**config.mk**
```make
export PLATFORM = sky130hd
export DESIGN_NAME = cis_interrupt_sequencer
export DESIGN_NICKNAME = d
export VERILOG_FILES = /design/src/core/cis_pkg.sv /design/src/core/cis_cycle_div.sv /design/src/core/cis_edge_detect.sv /design/src/core/cis_interrupt_sequencer.sv
export SDC_FILE = /design/constraint.sdc
export NUM_CORES = 1
export LEC_CHECK = 0
export ABC_AREA = 1
export CELL_PAD_IN_SITES_DETAIL_PLACEMENT = 2
export CELL_PAD_IN_SITES_GLOBAL_PLACEMENT = 2
export CORE_MARGIN = 3
export CORE_UTILIZATION = 34
export DETAILED_ROUTE_END_ITERATION = 10
export DONT_BUFFER_PORTS = 1
export GPL_TIMING_DRIVEN = 1
export PLACE_DENSITY = 0.79
export SLEW_MARGIN = 20
export SYNTH_ARGS = -nofsm -noshare
export SYNTH_HDL_FRONTEND = slang
export SYNTH_SLANG_ARGS = --single-unit
```
**constraint.sdc**
```tcl
create_clock -name aclk -period 2.4 [get_ports aclk]
set_input_delay 0.36 -clock aclk [delete_from_list [all_inputs] [get_ports aclk]]
set_output_delay 0.36 -clock aclk [all_outputs]
set_load 0.03 [all_outputs]
```
**src/core/cis_pkg.sv**
```systemverilog
// package: constants, register map and types of the core interrupt sequencer
package cis_pkg;

  // ==========================================================================
  // clocking
  // ==========================================================================
  localparam int unsigned CLK_HZ = 40_000_000;
  localparam int unsigned CLK_PERIOD_NS = 1_000_000_000 / CLK_HZ;
  // one instruction cycle is four q phases of aclk
  localparam int unsigned Q_PER_CYCLE = 4;

  // ==========================================================================
  // register map, byte addresses
  // ==========================================================================
  localparam int unsigned ADDR_W = 8;
  localparam logic [7:0] OFS_CTRL = 8'h00;
  localparam logic [7:0] OFS_PFLAG_A = 8'h04;
  localparam logic [7:0] OFS_PFLAG_B = 8'h08;
  localparam logic [7:0] OFS_PEN_A = 8'h0C;
  localparam logic [7:0] OFS_PEN_B = 8'h10;
  localparam logic [7:0] OFS_OPTION = 8'h14;
  localparam logic [7:0] OFS_STATE = 8'h18;

  // irq_control_register fields
  localparam int unsigned CTL_GIE = 7;
  localparam int unsigned CTL_PERIPHERAL_GROUP_IRQ_ENABLE = 6;
  localparam int unsigned CTL_TMR0E = 5;
  localparam int unsigned CTL_INTE = 4;
  localparam int unsigned CTL_IOCE = 3;
  localparam int unsigned CTL_TMR0F = 2;
  localparam int unsigned CTL_EXT_PIN_IRQ_FLAG = 1;
  localparam int unsigned CTL_IOCF = 0;
  // option register field
  localparam int unsigned OPT_EDGE = 0;

  // reset values
  localparam logic [7:0] RST_PFLAG = 8'h00;
  localparam logic [7:0] RST_PEN = 8'h00;
  localparam logic RST_EDGE_SEL = 1'b1;

  // ==========================================================================
  // core side
  // ==========================================================================
  localparam int unsigned PC_W = 15;
  localparam logic [14:0] VECTOR_ADDR = 15'h0004;
  // context: w[7:0] status[15:8] bsr[20:16] fsr0[36:21] fsr1[52:37] pclath[59:53]
  localparam int unsigned CTX_W = 60;
  localparam int unsigned STATUS_LSB = 8;
  // timeout and power-down bits stay live across a return
  localparam logic [7:0] STATUS_KEEP_MASK = 8'h18;

  localparam logic [1:0] RESP_OKAY = 2'h0;
  localparam logic [1:0] RESP_SLVERR = 2'h2;

  typedef enum logic [2:0] {
    CIS_RUN = 3'h0,
    CIS_FLUSH = 3'h1,
    CIS_PUSH = 3'h2,
    CIS_SLEEP = 3'h3,
    CIS_WAKE = 3'h4
  } cis_state_e;

endpackage

```
**src/core/cis_cycle_div.sv**
```systemverilog
// instruction-cycle enable divider for the interrupt sequencer
module cis_cycle_div
  import cis_pkg::*;
#(
  parameter int unsigned Q_PER = cis_pkg::Q_PER_CYCLE
) (
  input wire logic aclk,
  input wire logic aresetn,
  output logic cyc_en
);

  typedef struct packed {
    logic [7:0] cnt;
    logic en;
  } cis_div_s;

  cis_div_s q, n;

  always_comb begin
    n = q;
    n.en = 1'b0;
    if (q.cnt == 8'(Q_PER - 1)) begin
      n.cnt = 8'h00;
      n.en = 1'b1;
    end else begin
      n.cnt = q.cnt + 8'h01;
    end
  end

  always_ff @(posedge aclk) begin
    if (!aresetn) begin
      q <= '0;
    end else begin
      q <= n;
    end
  end

  assign cyc_en = q.en;

endmodule

```
**src/core/cis_edge_detect.sv**
```systemverilog
// synchroniser and selectable edge detector for the external interrupt pin
module cis_edge_detect (
  input wire logic aclk,
  input wire logic aresetn,
  input wire logic pin_async,
  input wire logic rising_sel,
  output logic edge_pulse
);

  typedef struct packed {
    logic s1;
    logic s2;
    logic prev;
    logic [2:0] arm;
    logic pulse;
  } cis_edge_s;

  cis_edge_s q, n;

  always_comb begin
    n = q;
    n.s1 = pin_async;
    n.s2 = q.s1;
    n.prev = q.s2;
    // stages refill after reset: a pin already high would look like an edge
    n.arm = {q.arm[1:0], 1'b1};
    // edge polarity chosen by the edge select bit
    n.pulse = q.arm[2] & (rising_sel ? (q.s2 & ~q.prev) : (~q.s2 & q.prev));
  end

  always_ff @(posedge aclk) begin
    if (!aresetn) begin
      q <= '0;
    end else begin
      q <= n;
    end
  end

  assign edge_pulse = q.pulse;

endmodule

```
**src/core/cis_interrupt_sequencer.sv**
```systemverilog
// core interrupt sequencer: flags, enables, entry, return and sleep wake
//
// Function
// any reset leaves every interrupt disabled
// redirect needs own, group and global enables; here group enable gates only peripheral flags
// flags set regardless of any enable
// entry: flush, clear global, push, save, vector
// firmware polls and clears flags before returning
// flags still set while global enable cleared
// return pops, restores context, sets global enable
// pending flag serviced once global enable returns
// synchronous latency three to four cycles
// asynchronous latency three to five cycles
// clockless enabled sources alone wake from sleep
// wake vectors only when global enable set
// instruction after sleep runs before vectoring
// external pin is edge triggered, own enable
// edge select: one rising, zero falling
// valid pin edge sets pin flag
// pin flag may set in any phase
// context covers w, status, bsr, fsr, pclath
// request is or of gated flag terms
//
// Design decisions made here: the address map and register access over AXI4-Lite.
module cis_interrupt_sequencer
  import cis_pkg::*;
#(
  parameter logic [7:0] WAKE_MASK_A = 8'hFF,
  parameter logic [7:0] WAKE_MASK_B = 8'hFF
) (
  input wire logic aclk,
  input wire logic aresetn,
  input wire logic [cis_pkg::ADDR_W-1:0] s_axi_awaddr,
  input wire logic s_axi_awvalid,
  output logic s_axi_awready,
  input wire logic [31:0] s_axi_wdata,
  input wire logic [3:0] s_axi_wstrb,
  input wire logic s_axi_wvalid,
  output logic s_axi_wready,
  output logic [1:0] s_axi_bresp,
  output logic s_axi_bvalid,
  input wire logic s_axi_bready,
  input wire logic [cis_pkg::ADDR_W-1:0] s_axi_araddr,
  input wire logic s_axi_arvalid,
  output logic s_axi_arready,
  output logic [31:0] s_axi_rdata,
  output logic [1:0] s_axi_rresp,
  output logic s_axi_rvalid,
  input wire logic s_axi_rready,
  input wire logic tmr0_evt,
  input wire logic ioc_flag_in,
  input wire logic [7:0] periph_evt_a,
  input wire logic [7:0] periph_evt_b,
  input wire logic ext_pin,
  input wire logic core_return_from_interrupt,
  input wire logic core_sleep,
  input wire logic [cis_pkg::PC_W-1:0] core_pc,
  input wire logic [cis_pkg::CTX_W-1:0] ctx_in,
  output logic irq,
  output logic flush_prefetch,
  output logic push_pc,
  output logic [cis_pkg::PC_W-1:0] push_pc_value,
  output logic load_vector,
  output logic [cis_pkg::PC_W-1:0] vector_pc,
  output logic pop_pc,
  output logic restore_ctx,
  output logic [cis_pkg::CTX_W-1:0] ctx_out,
  output logic sleeping,
  output logic wake
);

  import cis_pkg::*;

  // ==========================================================================
  // state
  // ==========================================================================
  typedef struct packed {
    cis_state_e state;
    logic global_irq_enable;
    logic peripheral_group_irq_enable;
    logic tmr0e;
    logic inte;
    logic ioce;
    logic tmr0f;
    logic ext_pin_irq_flag;
    logic [7:0] peripheral_flag_register_a;
    logic [7:0] peripheral_flag_register_b;
    logic [7:0] peripheral_enable_register_a;
    logic [7:0] peripheral_enable_register_b;
    logic ext_edge_select;
    logic irq;
    logic flush;
    logic push;
    logic load_vec;
    logic pop;
    logic restore;
    logic wake;
    logic sleeping;
    logic [PC_W-1:0] push_pc_value;
    logic [PC_W-1:0] vector_pc;
    logic [CTX_W-1:0] shadow;
    logic [CTX_W-1:0] ctx_out;
    logic aw_got;
    logic w_got;
    logic [ADDR_W-1:0] awaddr;
    logic [7:0] wdata;
    logic wstrb0;
    logic awready;
    logic wready;
    logic bvalid;
    logic [1:0] bresp;
    logic arready;
    logic rvalid;
    logic [7:0] rdata;
    logic [1:0] rresp;
  } cis_regs_s;

  localparam cis_regs_s RST_S = '{
    state: CIS_RUN,
    ext_edge_select: RST_EDGE_SEL,
    peripheral_flag_register_a: RST_PFLAG,
    peripheral_flag_register_b: RST_PFLAG,
    peripheral_enable_register_a: RST_PEN,
    peripheral_enable_register_b: RST_PEN,
    awready: 1'b1,
    wready: 1'b1,
    arready: 1'b1,
    default: '0
  };

  cis_regs_s q, n;
  logic cyc_en;
  logic ext_edge;
  logic do_wr;
  logic [7:0] w1c_ctl;
  logic [7:0] w1c_a;
  logic [7:0] w1c_b;
  logic wake_req;

  // ==========================================================================
  // helpers
  // ==========================================================================
  function automatic logic addr_mapped(input logic [ADDR_W-1:0] a);
    addr_mapped = (a == OFS_CTRL) || (a == OFS_PFLAG_A) || (a == OFS_PFLAG_B) ||
                  (a == OFS_PEN_A) || (a == OFS_PEN_B) || (a == OFS_OPTION) || (a == OFS_STATE);
  endfunction

  // gated flag terms; wmask_a/b limit peripherals when waking
  function automatic logic flag_terms(input cis_regs_s r, input logic ioc, input logic [7:0] wmask_a,
                                      input logic [7:0] wmask_b, input logic use_tmr0);
    logic periph;
    periph = |(r.peripheral_flag_register_a & r.peripheral_enable_register_a & wmask_a) |
             |(r.peripheral_flag_register_b & r.peripheral_enable_register_b & wmask_b);
    flag_terms = (use_tmr0 & r.tmr0e & r.tmr0f) | (r.inte & r.ext_pin_irq_flag) | (r.ioce & ioc) |
                 (r.peripheral_group_irq_enable & periph);
  endfunction

  // status keeps its live timeout and power-down bits on return
  function automatic logic [CTX_W-1:0] ctx_merge(input logic [CTX_W-1:0] saved, input logic [CTX_W-1:0] live);
    logic [CTX_W-1:0] m;
    m = saved;
    m[STATUS_LSB+:8] = (saved[STATUS_LSB+:8] & ~STATUS_KEEP_MASK) | (live[STATUS_LSB+:8] & STATUS_KEEP_MASK);
    ctx_merge = m;
  endfunction

  function automatic logic [7:0] rd_reg(input cis_regs_s r, input logic [ADDR_W-1:0] a, input logic ioc);
    case (a)
      OFS_CTRL: rd_reg = {r.global_irq_enable, r.peripheral_group_irq_enable, r.tmr0e, r.inte, r.ioce,
                          r.tmr0f, r.ext_pin_irq_flag, ioc};
      OFS_PFLAG_A: rd_reg = r.peripheral_flag_register_a;
      OFS_PFLAG_B: rd_reg = r.peripheral_flag_register_b;
      OFS_PEN_A: rd_reg = r.peripheral_enable_register_a;
      OFS_PEN_B: rd_reg = r.peripheral_enable_register_b;
      OFS_OPTION: rd_reg = {7'h00, r.ext_edge_select};
      OFS_STATE: rd_reg = {4'h0, r.sleeping, r.state};
      default: rd_reg = 8'h00;
    endcase
  endfunction

  // ==========================================================================
  // leaves
  // ==========================================================================
  cis_cycle_div #(.Q_PER(Q_PER_CYCLE)) u_div (
    .aclk(aclk),
    .aresetn(aresetn),
    .cyc_en(cyc_en)
  );

  // async pin: sync adds up to one more cycle of latency
  cis_edge_detect u_edge (
    .aclk(aclk),
    .aresetn(aresetn),
    .pin_async(ext_pin),
    .rising_sel(q.ext_edge_select),
    .edge_pulse(ext_edge)
  );

  // ==========================================================================
  // next state
  // ==========================================================================
  always_comb begin
    n = q;
    w1c_ctl = 8'h00;
    w1c_a = 8'h00;
    w1c_b = 8'h00;
    n.flush = 1'b0;
    n.push = 1'b0;
    n.load_vec = 1'b0;
    n.pop = 1'b0;
    n.restore = 1'b0;
    n.wake = 1'b0;

    // axi write: address and data taken in either order
    if (s_axi_awvalid && q.awready) begin
      n.aw_got = 1'b1;
      n.awaddr = s_axi_awaddr;
    end
    if (s_axi_wvalid && q.wready) begin
      n.w_got = 1'b1;
      n.wdata = s_axi_wdata[7:0];
      n.wstrb0 = s_axi_wstrb[0];
    end
    do_wr = n.aw_got && n.w_got && !q.bvalid;
    if (do_wr) begin
      n.aw_got = 1'b0;
      n.w_got = 1'b0;
      n.bvalid = 1'b1;
      n.bresp = addr_mapped(n.awaddr) ? RESP_OKAY : RESP_SLVERR;
      if (n.wstrb0) begin
        case (n.awaddr)
          OFS_CTRL: begin
            n.global_irq_enable = n.wdata[CTL_GIE];
            n.peripheral_group_irq_enable = n.wdata[CTL_PERIPHERAL_GROUP_IRQ_ENABLE];
            n.tmr0e = n.wdata[CTL_TMR0E];
            n.inte = n.wdata[CTL_INTE];
            n.ioce = n.wdata[CTL_IOCE];
            w1c_ctl = n.wdata;
          end
          OFS_PFLAG_A: w1c_a = n.wdata;
          OFS_PFLAG_B: w1c_b = n.wdata;
          OFS_PEN_A: n.peripheral_enable_register_a = n.wdata;
          OFS_PEN_B: n.peripheral_enable_register_b = n.wdata;
          OFS_OPTION: n.ext_edge_select = n.wdata[OPT_EDGE];
          default: n.bvalid = 1'b1;
        endcase
      end
    end
    if (q.bvalid && s_axi_bready) begin
      n.bvalid = 1'b0;
    end
    n.awready = !n.aw_got && !n.bvalid;
    n.wready = !n.w_got && !n.bvalid;

    // axi read: one cycle to rvalid, held until rready
    if (s_axi_arvalid && q.arready) begin
      n.arready = 1'b0;
      n.rvalid = 1'b1;
      n.rdata = rd_reg(q, s_axi_araddr, ioc_flag_in);
      n.rresp = addr_mapped(s_axi_araddr) ? RESP_OKAY : RESP_SLVERR;
    end
    if (q.rvalid && s_axi_rready) begin
      n.rvalid = 1'b0;
      n.arready = 1'b1;
    end

    // flags: events set regardless of enables, and set wins over clear
    n.tmr0f = (q.tmr0f & ~w1c_ctl[CTL_TMR0F]) | tmr0_evt;
    n.ext_pin_irq_flag = (q.ext_pin_irq_flag & ~w1c_ctl[CTL_EXT_PIN_IRQ_FLAG]) | ext_edge;
    n.peripheral_flag_register_a = (q.peripheral_flag_register_a & ~w1c_a) | periph_evt_a;
    n.peripheral_flag_register_b = (q.peripheral_flag_register_b & ~w1c_b) | periph_evt_b;

    // only clockless sources with enables set may wake
    wake_req = flag_terms(q, ioc_flag_in, WAKE_MASK_A, WAKE_MASK_B, 1'b0);

    case (q.state)
      CIS_RUN: begin
        if (core_return_from_interrupt) begin
          n.pop = 1'b1;
          n.restore = 1'b1;
          n.ctx_out = ctx_merge(q.shadow, ctx_in);
          n.global_irq_enable = 1'b1;
        end else if (core_sleep) begin
          n.state = CIS_SLEEP;
          n.sleeping = 1'b1;
        end else if (cyc_en && q.irq) begin
          // held flag is taken as soon as the enable returns
          n.state = CIS_FLUSH;
          n.flush = 1'b1;
        end
      end
      CIS_FLUSH: begin
        if (cyc_en) begin
          n.state = CIS_PUSH;
          n.push = 1'b1;
          n.push_pc_value = core_pc;
          n.shadow = ctx_in;
          n.global_irq_enable = 1'b0;
        end
      end
      CIS_PUSH: begin
        if (cyc_en) begin
          n.state = CIS_RUN;
          n.load_vec = 1'b1;
          n.vector_pc = VECTOR_ADDR;
        end
      end
      CIS_SLEEP: begin
        if (wake_req) begin
          n.state = CIS_WAKE;
          n.sleeping = 1'b0;
          n.wake = 1'b1;
        end
      end
      CIS_WAKE: begin
        // hold until the next cycle enable for the instruction after sleep; vector only via run
        if (cyc_en) begin
          n.state = CIS_RUN;
        end
      end
      default: n.state = CIS_RUN;
    endcase

    n.irq = n.global_irq_enable & flag_terms(n, ioc_flag_in, 8'hFF, 8'hFF, 1'b1);
  end

  always_ff @(posedge aclk) begin
    if (!aresetn) begin
      q <= RST_S;
    end else begin
      q <= n;
    end
  end

  // ==========================================================================
  // outputs
  // ==========================================================================
  assign s_axi_awready = q.awready;
  assign s_axi_wready = q.wready;
  assign s_axi_bresp = q.bresp;
  assign s_axi_bvalid = q.bvalid;
  assign s_axi_arready = q.arready;
  assign s_axi_rdata = {24'h000000, q.rdata};
  assign s_axi_rresp = q.rresp;
  assign s_axi_rvalid = q.rvalid;
  assign irq = q.irq;
  assign flush_prefetch = q.flush;
  assign push_pc = q.push;
  assign push_pc_value = q.push_pc_value;
  assign load_vector = q.load_vec;
  assign vector_pc = q.vector_pc;
  assign pop_pc = q.pop;
  assign restore_ctx = q.restore;
  assign ctx_out = q.ctx_out;
  assign sleeping = q.sleeping;
  assign wake = q.wake;

  // ==========================================================================
  // assertions
  // ==========================================================================
  reset_disable_a: assert property (@(posedge aclk) !aresetn |=> !q.global_irq_enable && !irq)
    else $error("reset left interrupts enabled");

  flag_set_a: assert property (@(posedge aclk) disable iff (!aresetn)
    periph_evt_a[0] |=> q.peripheral_flag_register_a[0])
    else $error("peripheral event did not set its flag");

  entry_order_a: assert property (@(posedge aclk) disable iff (!aresetn)
    flush_prefetch |-> ##[1:4] (push_pc && !q.global_irq_enable) ##[1:4] (load_vector && vector_pc == VECTOR_ADDR))
    else $error("entry sequence out of order");

  no_redirect_a: assert property (@(posedge aclk) disable iff (!aresetn)
    (q.state == CIS_RUN && !q.global_irq_enable) |=> !flush_prefetch)
    else $error("redirect with global enable clear");

  return_from_interrupt_gie_a: assert property (@(posedge aclk) disable iff (!aresetn)
    (core_return_from_interrupt && q.state == CIS_RUN) |=> (q.global_irq_enable && pop_pc && restore_ctx))
    else $error("return did not restore and enable");

  sync_latency_a: assert property (@(posedge aclk) disable iff (!aresetn)
    (q.state == CIS_RUN && q.irq && !core_return_from_interrupt && !core_sleep) |-> ##[1:13] load_vector)
    else $error("vector not reached in time");

  edge_flag_a: assert property (@(posedge aclk) disable iff (!aresetn)
    ext_edge |=> q.ext_pin_irq_flag)
    else $error("pin edge did not set pin flag");

  wake_step_a: assert property (@(posedge aclk) disable iff (!aresetn)
    wake |-> !flush_prefetch [*4])
    else $error("vectored before instruction after sleep");

  status_keep_a: assert property (@(posedge aclk) disable iff (!aresetn)
    restore_ctx |-> ((ctx_out[STATUS_LSB+:8] & STATUS_KEEP_MASK) == ($past(ctx_in[STATUS_LSB+:8]) & STATUS_KEEP_MASK)))
    else $error("timeout or power-down bits restored from shadow");

endmodule

```
==> flow_summary_export.csv <==
group,metric,value,unit
outcome,outcome,"finished, final reports clean",
placed_design,port_buffers,0,
logic_synthesis,synth_area,10400,sq um
die,core_area,29900,sq um
drt,drt_iter0_drc,377,
die,die_area,32700,sq um
placed_design,place_hpwl,22900,um
logic_synthesis,synth_ff_type,"dfxtp_1",
run,cap_viol_max_count,0,
drt,vias,9285,
die,rows,63,
timing,finalSetupViolations,0,
cells_and_area,fillers,3423,
power,p_leak,5.28,nW
cells_and_area,synthToLayoutAreaGrowth,17.2,%
logic_synthesis,syn_inst,1426,
logic_synthesis,ys_seq_elements,234,
worst_setup_path,crit_fanout,10,
die,fp.dieW,181,um
logic_synthesis,syn_area_per_cell,7.28,sq um
grt,grt_max_degree,78,
grt,grt_pass1_wl,57100,um
worst_setup_path,crit_required,2.82,ns
timing,final.setup.tns,0,ns
grt,grt_overflow_total,0,
timing,fin_crit_sh,93.0,%
cells_and_area,multiInputGateArea,4260,sq um
logic_synthesis,synth_top_area_share,45.1,%
die,die_y,181,um
logic_synthesis,ys_seq_area_share,45.1,%
timing,hold_viol,0,
clocking,clock-sinks,234,
grt,grt_use_total,21.5,%
drt,first_pass_iters,4,
timing,worstMarginPinSlew,0.657,ns
logic_synthesis,synth_area_leaders,"dfxtp_1 45%, nand2_1 17%, buf_4 9.2%, nand3_1 5.5%, a21oi_1 5.3%",
grt,antenna_found_initial,2,
worst_setup_path,cp-end-kind,"flop",
die,ios,294,
drt,wire_per_inst,20.1,um
power,p_per_area,883,nW/um^2
cells_and_area,final_nets,1596,
cells_and_area,post_route_cells_drive_above_1_share,8.70,%
timing,finClkSkew,0.0154,ns
cells_and_area,layout_commonest_cell,"nand2_1",
power,power.total,0.0107,W
clocking,cts_buffer_depth,3,
logic_synthesis,synth_cell_types,48,
drt,wirelength,37200,um
logic_synthesis,synth_edf_count,0,
drt,vias_per_cell,5.02,
worst_setup_path,criticalPathCategory,"reg2reg",
clocking,cts_inserted_buffers,28,
logic_synthesis,yosysWarnings,0,
cells_and_area,ff_latch_area,4690,sq um
drt,postRouteAntennaNets,0,
die,start_util,34.8,%
timing,period_needed,2.23,ns
logic_synthesis,synthArstFlopShare,0,%
cells_and_area,final_cell_mix,"471 x nand2_1, 233 x dfxtp_1, 115 x nand3_1",
clocking,clk_latency,0.54,ns
power,ir_drop,0.000495,V
worst_setup_path,crit_arrival,2.65,ns
drt,route.detailed.drc,0,
cells_and_area,layoutNonFillerInstCount,1851,
clocking,tritoncts,"yes",
clocking,clock-root-buffer,"clkbuf_16",
worst_setup_path,critPathLaunchType,"flop",
placed_design,place_congestion,0.818,
logic_synthesis,yosys.area.top_type,"dfxtp_1",
timing,drv_slew,0,
clocking,path_clk_slew,0.06,ns
timing,fmax,448,MHz
hold_path,hp-class,"in2reg",
placed_design,dp_cells,1697,
grt,grt_pass1_vias,10300,
clocking,htree_num_levels,1,
timing,slew_headroom,56.1,%
-- cell type report --
cell class	instances	area share [%]
Multi-Input combinational cell	927	35.0
Clock inverter	9	1.22
Clock buffer	40	6.88
Timing Repair Buffer	132	10.7
Tap cell	390	4.01
Inverter	117	3.63
Sequential cell	234	38.5
Antenna cell	2	0.0411
-- cell families after synthesis --
| kind of cell | share of synthesized area [%] |
|---|---|
| AO/OA/AOI/OAI | 9.68 |
| XOR/XNOR | 0.169 |
| adder cells (fa/ha/maj) | 0.120 |
| buffers and inverters | 16.0 |
| flip-flops | 45.1 |
| other | 0.0361 |
| AND/OR/NAND/NOR | 28.9 |
-- report_power, final --
part | total [W] | switching (W) | leakage [nW] | internal, W
Sequential | 0.00425 | 0.000197 | 1.90 | 0.00405
Clock | 0.00453 | 0.00170 | 0.489 | 0.00283
Combinational | 0.00197 | 0.00137 | 2.89 | 0.000593
-- synth_stat cells, types with 5 or more instances --
cell / count
o21ai_1: 12
buf_4: 127
nand3_1: 115
buf_1: 9
dfxtp_1: 234
nor3_1: 13
a21oi_1: 110
clkbuf_1: 46
inv_1: 115
nand2_1: 477
nor2_1: 67
nand4_1: 9
o21ai_0: 22
o22ai_1: 6
nor2_4: 6
buf_6: 5
-- sequential cells by signal, summed over array words and instances, names as in the netlist, 2 cells and up --
name,count
q,120
ctx_out,60
push_pc_value,15
s_axi_rdata,8
u_div.q,8
u_edge.n,4
u_edge.q,2
-- worst paths after layout --
path	startpoint	to	slack, ns	depth (start not counted)
worst max-delay path	s_axi_wready	irq	0.17	15
worst min-delay path	s_axi_awaddr[6]	q[32]	0.01	2
worst max register to register	s_axi_wready	irq	0.17	15
worst min register to register	u_edge.n[5]	u_edge.n[4]	0.42	2
-- timing repair --
item | CTS | global route
hold endpoints to repair | 102 | 3
hold buffers | 93 | 3
endpoints found under the setup margin | 0 | 2
buffers inserted | 0 | 6
gates resized for setup | 0 | 16
-- stage by stage --
stage               cell area, sq um  setup slack, ns  utilization (%)  hold WS (ns)
detailed placement             10100           0.0480             33.7         0.401
global route                   12200         -0.00741             40.7       0.00433
finish                         12200            0.168             40.7        0.0135
CTS                            12000           0.0177             40.2       0.00129
floorplan                      10500            0.256                -         0.388
global placement               10100           0.0998             33.7         0.392
-- critical path: stages, from the launching register on --
cell	delay (ns)
dfxtp_1	0.33
nand2_1	0.16
nand2_2	0.16
nand3_4	0.18
nor2_4	0.20
buf_12	0.13
nand3_4	0.12
buf_4	0.17
nand2_1	0.07
nand2_1	0.05
nand2_1	0.09
nand2_1	0.07
nor2_1	0.10
nand2_1	0.07
o21ai_2	0.15
a21oi_2	0.07
-- layer usage --
layer  up-vias  share of wire (%)  global-route usage (%)
met4         0                2.5                    5.86
met5         -                  0                       0
met1      4583                 41                    25.3
li1       4397                  -                       -
met3        61                5.5                    4.91
met2       244                 51                    39.2
Note: power is estimated with default switching activity, not from simulation.
